--- src/inc/state_trigger_control_defines.svh ---
// Constants for the state trigger control block.
// Assumes inclusion by the package and by the design module.
`ifndef STATE_TRIGGER_CONTROL_DEFINES_SVH
`define STATE_TRIGGER_CONTROL_DEFINES_SVH

`define STC_PORT_W 8
`define STC_CHAIN_W 48
`define STC_LEVEL_W 4
`define STC_LEVEL_LAST 4'hf
`define STC_LEVEL_FIRST 4'h0
`define STC_LEVEL_STEP 4'h1
`define STC_ST_BOARD_LO 3
`define STC_ADDR_W 3
`define STC_OUT_CTRL 3'h0
`define STC_OUT_PROBE 3'h1
`define STC_IN_STATUS 3'h0
`define STC_IN_ADDR 3'h1
`define STC_RESET_BYTE 8'h00
`define STC_RESET_CHAIN 48'h000000000000
`define STC_CTRL_SER_DATA 0
`define STC_CTRL_SER_SHIFT 1
`define STC_CTRL_RD_ALL_N 2
`define STC_CTRL_RELOAD 3
`define STC_ST_CHAIN_LAST 0
`define STC_ST_EMPTY_N 1
`define STC_ST_POST_EN 2
`define STC_CH_PRESET_LO 0
`define STC_CH_A_FALL 4
`define STC_CH_B_FROM_A 5
`define STC_CH_B_FALL 6
`define STC_CH_Q1_LO 8
`define STC_CH_Q1_CARE 14
`define STC_CH_Q2_LO 20
`define STC_CH_Q2_CARE 26
`define STC_QUAL_W 6

`endif

--- src/inc/state_trigger_control_pkg.sv ---
// Types for the state trigger control block.
// Assumes the defines header is on the include path.
`include "state_trigger_control_defines.svh"
package state_trigger_control_pkg;
  typedef struct packed {
    logic [`STC_QUAL_W-1:0] value;
    logic [`STC_QUAL_W-1:0] care;
  } qual_word_t;
  typedef struct packed {
    logic a_fall;
    logic b_from_a;
    logic b_fall;
  } clock_select_t;
  typedef struct packed {
    logic a_first;
    logic b_first;
    logic c_first;
    logic a_second;
    logic b_second;
    logic c_second;
  } qual_match_t;
endpackage

--- src/logic/state_trigger_control.sv ---
// State trigger control: port logic, config chain, level stack, clocks.
// Assumes a processor I/O strobe interface synchronous to i_mclk and
// probe clocks/qualifiers arriving asynchronously on pins.
//
// Operation
// - Ports written only on I/O write, read only on I/O read.
// - Read-all-memory strobe, active low, goes to collection counter.
// - Two 8-bit output ports: control port and probe/memory port.
// - Two 8-bit status ports: board status and collection address.
// - Serial data from output bit shifts a 48-bit chain of settings.
// - Chain's last bit is readable in the status port.
// - 4-bit pointer gives next level address to delay memory, latches.
// - Pointer preset from chain and counts only upward to fifteen.
// - Pointer terminal count drives stack-empty low.
// - Pointer output registered for stable trigger memory address.
// - Stack control decides advance or reload of pointer.
// - Active-low level-advance enable steps trigger stacks.
// - Delay-stack advance clock derived from level-advance enable.
// - Post-trigger enable derived from stack-empty starts counting.
// - A latch clock from rising or falling A probe clock.
// - B latch clock from A probe clock or either B edge.
// - Clock select bits come from chain outputs.
// - Qualified low when all first or all second word matches true.
// - Per-probe match high when its two bits equal selected word.
// - Bit order A1,A2,B1,B2,C1,C2; unspecified positions ignored.
// - Read-all-memory low makes collection counter pass inputs.
// - Restart reloads pointer with level 0 address from chain.
`include "state_trigger_control_defines.svh"
`timescale 1ns/100ps
`default_nettype none

module state_trigger_control
  import state_trigger_control_pkg::*;
#(
  parameter int PORT_W = `STC_PORT_W,
  parameter int CHAIN_W = `STC_CHAIN_W
) (
  // Clock and reset
  input wire logic i_mclk,
  input wire logic i_rst_b,
  // Processor I/O port
  input wire logic [`STC_ADDR_W-1:0] i_io_addr,
  input wire logic [PORT_W-1:0] i_io_wdata,
  input wire logic i_io_wr,
  input wire logic i_io_rd,
  output logic [PORT_W-1:0] o_io_rdata,
  // Board status and collection address
  input wire logic [PORT_W-1:0] i_board_status,
  input wire logic [PORT_W-1:0] i_collect_addr,
  // Probe and memory board control
  output logic [PORT_W-1:0] o_probe_ctrl,
  output logic o_read_all_memory_n,
  // Stack management
  input wire logic i_restart,
  input wire logic i_level_match,
  output logic [`STC_LEVEL_W-1:0] o_next_level_pointer,
  output logic [`STC_LEVEL_W-1:0] o_level_addr_latched,
  output logic o_level_stack_empty_n,
  output logic o_level_advance_en_n,
  output logic o_delay_stack_advance_clk,
  output logic o_post_trigger_count_en,
  // Probe clocks and qualifiers (pins)
  input wire logic i_a_probe_clock,
  input wire logic i_b_probe_clock,
  input wire logic [`STC_QUAL_W-1:0] i_qual_bits,
  output logic o_a_board_latch_clock,
  output logic o_b_board_latch_clock,
  output logic o_clock_qualified_n,
  output logic [`STC_CHAIN_W-1:0] o_config_chain
);

  // Field positions in the chain are fixed, so other widths cannot work.
  if (PORT_W != `STC_PORT_W || CHAIN_W != `STC_CHAIN_W) begin : g_width_check
    $error("Port and chain widths are fixed by the field map.");
  end

  logic [PORT_W-1:0] ctrl_port_r;
  logic [PORT_W-1:0] probe_port_r;
  logic [CHAIN_W-1:0] chain_r;
  logic shift_d_r;
  logic [`STC_LEVEL_W-1:0] ptr_r;
  logic [`STC_LEVEL_W-1:0] ptr_nxt;
  logic [`STC_LEVEL_W-1:0] ptr_lat_r;
  logic adv_clk_r;
  logic post_en_r;
  logic a_clk_s1_r;
  logic a_clk_s2_r;
  logic a_clk_d_r;
  logic b_clk_s1_r;
  logic b_clk_s2_r;
  logic b_clk_d_r;
  logic [`STC_QUAL_W-1:0] qual_s1_r;
  logic [`STC_QUAL_W-1:0] qual_s2_r;
  logic qual_n_r;
  logic match_s1_r;
  logic match_s2_r;
  logic restart_s1_r;
  logic restart_s2_r;
  logic stack_empty;
  logic advance;
  logic reload;
  logic shift_edge;
  clock_select_t clk_sel;
  qual_word_t q1_word;
  qual_word_t q2_word;
  qual_match_t match;

  // Output ports are only touched by an I/O write.
  always_ff @(posedge i_mclk or negedge i_rst_b) begin
    if (!i_rst_b) begin
      ctrl_port_r <= `STC_RESET_BYTE;
      probe_port_r <= `STC_RESET_BYTE;
    end else if (i_io_wr) begin
      if (i_io_addr == `STC_OUT_CTRL) begin
        ctrl_port_r <= i_io_wdata;
      end
      if (i_io_addr == `STC_OUT_PROBE) begin
        probe_port_r <= i_io_wdata;
      end
    end
  end

  // Read data is held in a flop so the bus sees a stable byte.
  always_ff @(posedge i_mclk or negedge i_rst_b) begin
    if (!i_rst_b) begin
      o_io_rdata <= `STC_RESET_BYTE;
    end else if (i_io_rd) begin
      unique case (i_io_addr)
        `STC_IN_STATUS: begin
          o_io_rdata <= {i_board_status[PORT_W-1:`STC_ST_BOARD_LO], post_en_r,
                         stack_empty ? 1'b0 : 1'b1,
                         chain_r[CHAIN_W-1]};
        end
        `STC_IN_ADDR: begin
          o_io_rdata <= i_collect_addr;
        end
        // Unused addresses read as zero so a stray read is harmless.
        default: begin
          o_io_rdata <= `STC_RESET_BYTE;
        end
      endcase
    end
  end

  assign o_probe_ctrl = probe_port_r;
  assign o_read_all_memory_n = ctrl_port_r[`STC_CTRL_RD_ALL_N];

  // The chain shifts on the rising edge of the software shift bit, so
  // one data bit enters per pair of port writes.
  always_ff @(posedge i_mclk or negedge i_rst_b) begin
    if (!i_rst_b) begin
      shift_d_r <= 1'b0;
    end else begin
      shift_d_r <= ctrl_port_r[`STC_CTRL_SER_SHIFT];
    end
  end
  assign shift_edge = ctrl_port_r[`STC_CTRL_SER_SHIFT] & ~shift_d_r;

  always_ff @(posedge i_mclk or negedge i_rst_b) begin
    if (!i_rst_b) begin
      chain_r <= `STC_RESET_CHAIN;
    end else if (shift_edge) begin
      chain_r <= {chain_r[CHAIN_W-2:0],
                  ctrl_port_r[`STC_CTRL_SER_DATA]};
    end
  end
  assign o_config_chain = chain_r;

  assign clk_sel.a_fall = chain_r[`STC_CH_A_FALL];
  assign clk_sel.b_from_a = chain_r[`STC_CH_B_FROM_A];
  assign clk_sel.b_fall = chain_r[`STC_CH_B_FALL];
  assign q1_word.value = chain_r[`STC_CH_Q1_LO +: `STC_QUAL_W];
  assign q1_word.care = chain_r[`STC_CH_Q1_CARE +: `STC_QUAL_W];
  assign q2_word.value = chain_r[`STC_CH_Q2_LO +: `STC_QUAL_W];
  assign q2_word.care = chain_r[`STC_CH_Q2_CARE +: `STC_QUAL_W];

  // Pin inputs pass two flops before use; the probe clocks are sampled
  // like data, so their high and low phases must span several clocks.
  always_ff @(posedge i_mclk or negedge i_rst_b) begin
    if (!i_rst_b) begin
      a_clk_s1_r <= 1'b0;
      a_clk_s2_r <= 1'b0;
      b_clk_s1_r <= 1'b0;
      b_clk_s2_r <= 1'b0;
    end else begin
      a_clk_s1_r <= i_a_probe_clock;
      a_clk_s2_r <= a_clk_s1_r;
      b_clk_s1_r <= i_b_probe_clock;
      b_clk_s2_r <= b_clk_s1_r;
    end
  end

  always_ff @(posedge i_mclk or negedge i_rst_b) begin
    if (!i_rst_b) begin
      qual_s1_r <= 6'h00;
      qual_s2_r <= 6'h00;
    end else begin
      qual_s1_r <= i_qual_bits;
      qual_s2_r <= qual_s1_r;
    end
  end

  always_ff @(posedge i_mclk or negedge i_rst_b) begin
    if (!i_rst_b) begin
      match_s1_r <= 1'b0;
      match_s2_r <= 1'b0;
      restart_s1_r <= 1'b0;
      restart_s2_r <= 1'b0;
    end else begin
      match_s1_r <= i_level_match;
      match_s2_r <= match_s1_r;
      restart_s1_r <= i_restart;
      restart_s2_r <= restart_s1_r;
    end
  end

  always_ff @(posedge i_mclk or negedge i_rst_b) begin
    if (!i_rst_b) begin
      a_clk_d_r <= 1'b0;
      b_clk_d_r <= 1'b0;
    end else begin
      a_clk_d_r <= a_clk_s2_r;
      b_clk_d_r <= b_clk_s2_r;
    end
  end

  // Latch clocks are one-cycle pulses on the selected probe edge; the
  // oversampled form limits probe rates to well below the system clock.
  logic a_rise;
  logic a_fall;
  logic b_rise;
  logic b_fall;
  logic a_latch;
  assign a_rise = a_clk_s2_r & ~a_clk_d_r;
  assign a_fall = ~a_clk_s2_r & a_clk_d_r;
  assign b_rise = b_clk_s2_r & ~b_clk_d_r;
  assign b_fall = ~b_clk_s2_r & b_clk_d_r;
  assign a_latch = clk_sel.a_fall ? a_fall : a_rise;

  always_ff @(posedge i_mclk or negedge i_rst_b) begin
    if (!i_rst_b) begin
      o_a_board_latch_clock <= 1'b0;
    end else begin
      o_a_board_latch_clock <= a_latch;
    end
  end

  always_ff @(posedge i_mclk or negedge i_rst_b) begin
    if (!i_rst_b) begin
      o_b_board_latch_clock <= 1'b0;
    end else begin
      o_b_board_latch_clock <= clk_sel.b_from_a ? a_latch :
                               (clk_sel.b_fall ? b_fall : b_rise);
    end
  end

  // Per-probe match: both bits of a probe must agree where cared for.
  genvar gp;
  logic [2:0] m1;
  logic [2:0] m2;
  generate
    for (gp = 0; gp < 3; gp++) begin : g_probe
      localparam int HI = `STC_QUAL_W - 1 - 2 * gp;
      assign m1[gp] = &(~((qual_s2_r[HI-:2] ^ q1_word.value[HI-:2]) &
                          q1_word.care[HI-:2]));
      assign m2[gp] = &(~((qual_s2_r[HI-:2] ^ q2_word.value[HI-:2]) &
                          q2_word.care[HI-:2]));
    end
  endgenerate
  assign match = '{a_first: m1[0], b_first: m1[1], c_first: m1[2],
                   a_second: m2[0], b_second: m2[1], c_second: m2[2]};

  // The compare is registered so skew between qualifier pins cannot glitch.
  always_ff @(posedge i_mclk or negedge i_rst_b) begin
    if (!i_rst_b) begin
      qual_n_r <= 1'b1;
    end else begin
      qual_n_r <= ~((match.a_first & match.b_first & match.c_first) |
                    (match.a_second & match.b_second &
                     match.c_second));
    end
  end
  assign o_clock_qualified_n = qual_n_r;

  // Stack control: advance on a qualified latch edge with a level match.
  // Reload wins over advance, and the enable stays off while reloading.
  assign stack_empty = (ptr_r == `STC_LEVEL_LAST);
  assign reload = restart_s2_r | ctrl_port_r[`STC_CTRL_RELOAD];
  assign advance = match_s2_r & ~qual_n_r & a_latch & ~stack_empty &
                   ~reload;

  always_comb begin
    ptr_nxt = ptr_r;
    if (reload) begin
      ptr_nxt = chain_r[`STC_CH_PRESET_LO +: `STC_LEVEL_W];
    end else if (advance) begin
      ptr_nxt = ptr_r + `STC_LEVEL_STEP;
    end
  end

  always_ff @(posedge i_mclk or negedge i_rst_b) begin
    if (!i_rst_b) begin
      ptr_r <= `STC_LEVEL_FIRST;
    end else begin
      ptr_r <= ptr_nxt;
    end
  end
  assign o_next_level_pointer = ptr_r;

  // The latched copy trails the pointer by one clock, so it is settled.
  always_ff @(posedge i_mclk or negedge i_rst_b) begin
    if (!i_rst_b) begin
      ptr_lat_r <= `STC_LEVEL_FIRST;
    end else begin
      ptr_lat_r <= ptr_r;
    end
  end

  always_ff @(posedge i_mclk or negedge i_rst_b) begin
    if (!i_rst_b) begin
      adv_clk_r <= 1'b0;
    end else begin
      adv_clk_r <= advance;
    end
  end

  always_ff @(posedge i_mclk or negedge i_rst_b) begin
    if (!i_rst_b) begin
      post_en_r <= 1'b0;
    end else begin
      post_en_r <= stack_empty;
    end
  end

  assign o_level_addr_latched = ptr_lat_r;
  assign o_level_stack_empty_n = ~stack_empty;
  assign o_level_advance_en_n = ~advance;
  assign o_delay_stack_advance_clk = adv_clk_r;
  assign o_post_trigger_count_en = post_en_r;

endmodule

`default_nettype wire

--- config.mk ---
export PLATFORM = sky130hd
export DESIGN_NAME = state_trigger_control
export DESIGN_NICKNAME = d
export VERILOG_FILES = /design/src/inc/state_trigger_control_pkg.sv /design/src/logic/state_trigger_control.sv
export VERILOG_INCLUDE_DIRS = /design/src /design/src/inc
export SDC_FILE = /design/constraint.sdc
export NUM_CORES = 1
export LEC_CHECK = 0
export BUFFER_PORTS_ARGS = -buffer_cell sky130_fd_sc_hd__buf_2
export CORE_MARGIN = 10
export CORE_UTILIZATION = 46
export DETAILED_ROUTE_END_ITERATION = 8
export GPL_TIMING_DRIVEN = 1
export PLACE_DENSITY_LB_ADDON = 0.1
export SKIP_CTS_REPAIR_TIMING = 1
export SYNTH_ARGS = -nofsm -noshare
export SYNTH_HDL_FRONTEND = slang
export SYNTH_SLANG_ARGS = --single-unit
export TNS_END_PERCENT = 1
--- constraint.sdc ---
create_clock -name i_mclk -period 3.25 [get_ports i_mclk]
set_input_delay 0.325 -clock i_mclk [delete_from_list [all_inputs] [get_ports i_mclk]]
set_output_delay 0.325 -clock i_mclk [all_outputs]
set_load 0.01 [all_outputs]
== After elaboration in Yosys (flattened, before gate mapping) ==
Cells that the tools add are included.

* Flip-flop bits (word level): 104
* Output and inout port bits: 80

* $add $sub $neg: 1
* Eq/ne operators: 2
* Multiplexer cells: 7
* Bitwise logic cells: 43
* Reductions and logical operators: 10

{| class="wikitable"
|+ Operators with widths
! kind !! number
|-
| 8-bit case mux with 2 select lines || 1
|-
| 2-bit AND reduction || 8
|-
| 1-bit bitwise AND || 13
|-
| 2-bit bitwise AND || 6
|-
| 2-bit NOT || 6
|-
| 2-bit bitwise XOR || 6
|-
| 1-bit NOT || 10
|-
| 4-bit two-way mux || 2
|-
| 4-bit by 1-bit adder with 4-bit output, second input constant || 1
|-
| 4-bit == test, second input constant || 1
|-
| 1-bit two-way mux || 4
|-
| 3-bit by 1-bit == test with 1-bit output, second input constant || 1
|-
| 3-bit logical NOT || 1
|-
| 1-bit OR || 2
|-
| 2-bit nonzero test || 1
|}

== Longest topological paths before layout ==
* Word-level depth: 8
* Depth in mapped cells: 5
* Mapped depth without buffers: 5

== Least setup slack after synthesis ==
Ideal clock, no wire load.

* Path type: reg-to-output
* Start point: reg ptr_r[0], in the netlist o_next_level_pointer[0]
* End point: out o_level_advance_en_n
* Arrival: 1.325 ns
* Slack: 1.600 ns
* Stages on the path, launching flop included: 5
* Path buffers: 0
* Path through: dfrtp_1 > ha_1 > nand3_2 > o211ai_2 > or3_1

* Longest elaborated chain between the ends: 5

{| class="wikitable"
|+ Ends and longest elaborated chain
! what !! line !! source
|-
| start, declared || state_trigger_control.sv:81 || <nowiki>logic [`STC_LEVEL_W-1:0] ptr_r;</nowiki>
|-
| start signal, assigned || state_trigger_control.sv:303 || <nowiki>ptr_r <= `STC_LEVEL_FIRST;</nowiki>
|-
| start signal, assigned || state_trigger_control.sv:305 || <nowiki>ptr_r <= ptr_nxt;</nowiki>
|-
| 4-bit == test (no source line) || -- ||
|-
| 1-bit NOT || -- ||
|-
| net o_level_stack_empty_n || state_trigger_control.sv:58 || <nowiki>output logic o_level_stack_empty_n,</nowiki>
|-
| 1-bit bitwise AND (2 in series) || state_trigger_control.sv:289 || <nowiki>assign advance = match_s2_r & ~qual_n_r & a_latch & ~stack_empty &</nowiki>
|-
| 1-bit NOT || state_trigger_control.sv:337 || <nowiki>assign o_level_advance_en_n = ~advance;</nowiki>
|-
| end, declared || state_trigger_control.sv:59 || <nowiki>output logic o_level_advance_en_n,</nowiki>
|}

The timed path passes the listed nets, and every way through them passes these cells.

== Worst setup path in the final report ==
* Start point: reg ptr_r[0], in the netlist o_next_level_pointer[0]
* End point: out o_level_advance_en_n

* Longest elaborated chain between the ends: 5

{| class="wikitable"
|+ Ends and longest elaborated chain
! what !! line
|-
| 4-bit == test (no source line) || --
|-
| 1-bit NOT || state_trigger_control.sv:289
|-
| 1-bit bitwise AND (2 in series) || state_trigger_control.sv:289
|-
| 1-bit NOT || state_trigger_control.sv:337
|}

No other way between the ends.

==> impl_metrics.py <==
metrics = {
    "clock_tree": {
        "cts_made_buffers": 9,
        "cts_tree": "done",
        "clkTransAtPathRegs_ns": 0.09,
        "root_buffer": "clkbuf_8",
        "clk_path_buf_depth": 2,
        "clkSinkCount": 104,
        "clk_latency_ns": 0.35,
        "cts_max_level": 3,
    },
    "setup_path": {
        "critPathArrivalTime_ns": 1.82,
        "rr_worst_depth": 3,
        "critPathKind": "reg -> out",
        "endpoint": "o_level_advance_en_n",
        "r2r-end": "o_config_chain[19]$_DFFE_PN0P_",
        "cp_data_required_time_ns": 2.92,
        "cp_max_fo": 5,
        "cpLargestDelayFamily": "simple AND/OR/NAND/NOR gates",
        "crit_buf_inv": 1,
        "r2r-start": "ctrl_port_r[1]$_DFFE_PN0P_",
        "crit_chain": "ha_1 -> nand3_2 -> o211ai_2 -> or3_1 -> buf_2",
        "worst-r2r-setup-slack_ns": 1.46,
        "cp-start-kind": "flop",
        "crit_cells": 5,
        "slowest_delay_ns": 0.44,
        "cp-end-kind": "output port",
        "cpMaxStageDelayCell": "dfrtp_1",
        "startpoint": "o_next_level_pointer[0]$_DFFE_PN0P_",
    },
    "global_routing": {
        "antenna_found_initial": 0,
        "met1_usage": 0.173,
        "grtUsageMet3": 0.0413,
        "grt_max_degree": 70,
        "first_global_vias": 2545,
        "gr-total-overflow": 0,
        "track_usage": 0.131,
        "grt_pass1_wl_um": 13600,
        "grtUsageMet2": 0.199,
        "grt-busiest-layer": "met2",
    },
    "timing": {
        "slew_headroom": 0.439,
        "fmax_mhz": 465,
        "drv_slew": 0,
        "period_share": 0.661,
        "setup_ws_ns": 1.10,
        "hold_viol": 0,
        "rsz0062_at_grt": "false",
        "setup_viol": 0,
        "holdWs_ns": 0.0730,
        "clock-skew-final_ns": 0.0155,
        "fin_crit_ns": 2.15,
        "worst_pin_slew_ns": 0.841,
        "setup_tns_ns": 0,
    },
    "yosys": {
        "ys_seq_elements": 104,
        "yosysSeqAreaShare": 0.673,
        "synth_cell_types": 29,
        "synth.area.top_cells": "dfrtp_1 (67%), mux2_2 (17%), xor2_1 (3.2%), mux2i_1 (2.3%), o22ai_1 (1.3%)",
        "synth_cells": 253,
        "synth_area_per_cell_um2": 15.3,
        "synth_area_um2": 3870,
        "yosys_warnings": 0,
        "yosysTopAreaCell": "dfrtp_1",
        "yosysTopAreaCellShare": 0.666,
        "syn-num-nets": 295,
    },
    "power": {
        "vdd_drop_max_mv": 0.337,
        "p_leak_uw": 0.00256,
        "powerDensity_nw_per_um2": 687,
        "finalPower_uw": 3310,
    },
    "placement": {
        "portBuffers": 117,
        "hpwlAfterDp_um": 6190,
        "gp_congestion": 0.727,
        "place_ws_ns": 1.44,
    },
    "route": {
        "first_iter_violations": 44,
        "vias": 2382,
        "drcViolationCount": 0,
        "viasPerCell": 4.90,
        "drt-total-wl_um": 8150,
        "routedWlPerCell_um": 16.8,
        "drtAntennaViolNets": 0,
        "first_pass_iters": 4,
    },
    "finish": {
        "final_nets": 419,
        "insertedDiodeCount": 0,
        "drive_gt1_frac": 0.525,
        "multiInputGateArea_um2": 1190,
        "area_growth_syn_to_layout_pct": 24.5,
        "fill_cells": 715,
        "regArea_um2": 2600,
    },
    "die": {
        "design.die.area_um2": 12500,
        "die_w_um": 112,
        "core_area_um2": 8220,
        "die_h_um": 112,
        "num_rows": 33,
        "start_util": 0.471,
        "ios": 121,
    },
    "flow_run": {
        "max_cap_viol_count": 0,
    },
    "hold_path": {
        "hold_path.class": "in -> async",
    },
    "outcome": {
        "outcome": "finished clean",
    },
}
## final cells by class
type	count	area share
Tap cell	105	0.0273
Timing Repair Buffer	121	0.128
Clock buffer	10	0.0265
Clock inverter	5	0.0221
Sequential cell	104	0.540
Inverter	11	0.00856
Multi-Input combinational cell	130	0.247
## worst min-delay path by stage
stage | startpoint | end | depth (start not counted)
after floorplan | i_rst_b | a_clk_d_r$_DFF_PN0_ | 0
after global placement | qual_s1_r[3]$_DFF_PN0_ | qual_s2_r[3]$_DFF_PN0_ | 0
after detailed placement | restart_s1_r$_DFF_PN0_ | restart_s2_r$_DFF_PN0_ | 0
after CTS | i_restart | restart_s1_r$_DFF_PN0_ | 1
after global routing | i_restart | restart_s1_r$_DFF_PN0_ | 1
final | i_rst_b | o_level_addr_latched[0]$_DFF_PN0_ | 1
## placed cells by master, fill, tap and decap left out, types with 4 or more instances in the layout
cell	count
buf_4	5
mux2_2	60
dfrtp_1	103
nor2_1	10
a21oi_1	4
clkbuf_8	9
xor2_1	14
buf_2	116
o22ai_1	8
mux2i_1	9
inv_1	11
## power by group
group | switching [uW] | internal, uW
registers | 180 | 1500
clock network | 413 | 509
logic | 360 | 353
## synth_stat cells
| cell | n |
|---|---|
| a211oi_1 | 1 |
| a21oi_1 | 4 |
| a221oi_1 | 2 |
| a22o_1 | 2 |
| a22oi_1 | 3 |
| a31oi_1 | 1 |
| and3_1 | 1 |
| and3b_1 | 1 |
| buf_2 | 6 |
| buf_4 | 1 |
| clkbuf_1 | 1 |
| dfrtp_1 | 103 |
| dfstp_2 | 1 |
| ha_1 | 1 |
| inv_1 | 11 |
| mux2_2 | 60 |
| mux2i_1 | 9 |
| nand2_1 | 3 |
| nand3_1 | 1 |
| nand3_2 | 1 |
| nor2_1 | 10 |
| nor2b_1 | 2 |
| nor3b_2 | 1 |
| o2111ai_1 | 1 |
| o211ai_2 | 1 |
| o21ai_0 | 1 |
| o22ai_1 | 8 |
| or3_1 | 2 |
| xor2_1 | 14 |
## cells by family (layout without fill, tap and decap cells)
group | count (synthesis) | count (layout) | share of synthesized area
and+or+nand+nor | 22 | 22 | 0.0301
AOI/OAI and AO/OA | 24 | 24 | 0.0433
muxes | 69 | 69 | 0.198
xor gates and xnor gates | 14 | 14 | 0.0317
DFF | 104 | 104 | 0.673
adders and majority gates | 1 | 1 | 0.00323
buffers and inverters | 19 | 147 | 0.0213
## routing by layer
metal | share of wire | wire length [um]
met1 | 0.45 | 3690
met2 | 0.46 | 3760
met3 | 0.074 | 601
met4 | 0.012 | 97
met5 | 0 | 0
## metrics by stage
step | std cells | util | instance area [um2]
2_1_floorplan | 253 | - | 3870
3_3_place_gp | 471 | 0.558 | 4590
3_5_place_dp | 471 | 0.558 | 4590
4_1_cts | 486 | 0.587 | 4820
5_1_grt | 486 | 0.587 | 4820
6_report | 486 | 0.587 | 4820
## worst register-to-register path, stage by stage, from the launching register on
cell	delay, ns
dfrtp_1	0.38
nor2b_4	0.61
buf_4	0.34
mux2_2	0.35
## state kept, by name, summed over array words and instances, names as in the netlist, 4 cells and up
signal,cells
ctrl_port_r,4
o_config_chain,48
o_io_rdata,8
o_level_addr_latched,4
o_next_level_pointer,4
o_probe_ctrl,8
qual_s1_r,6
qual_s2_r,6
(Power assumes the default switching activity.)
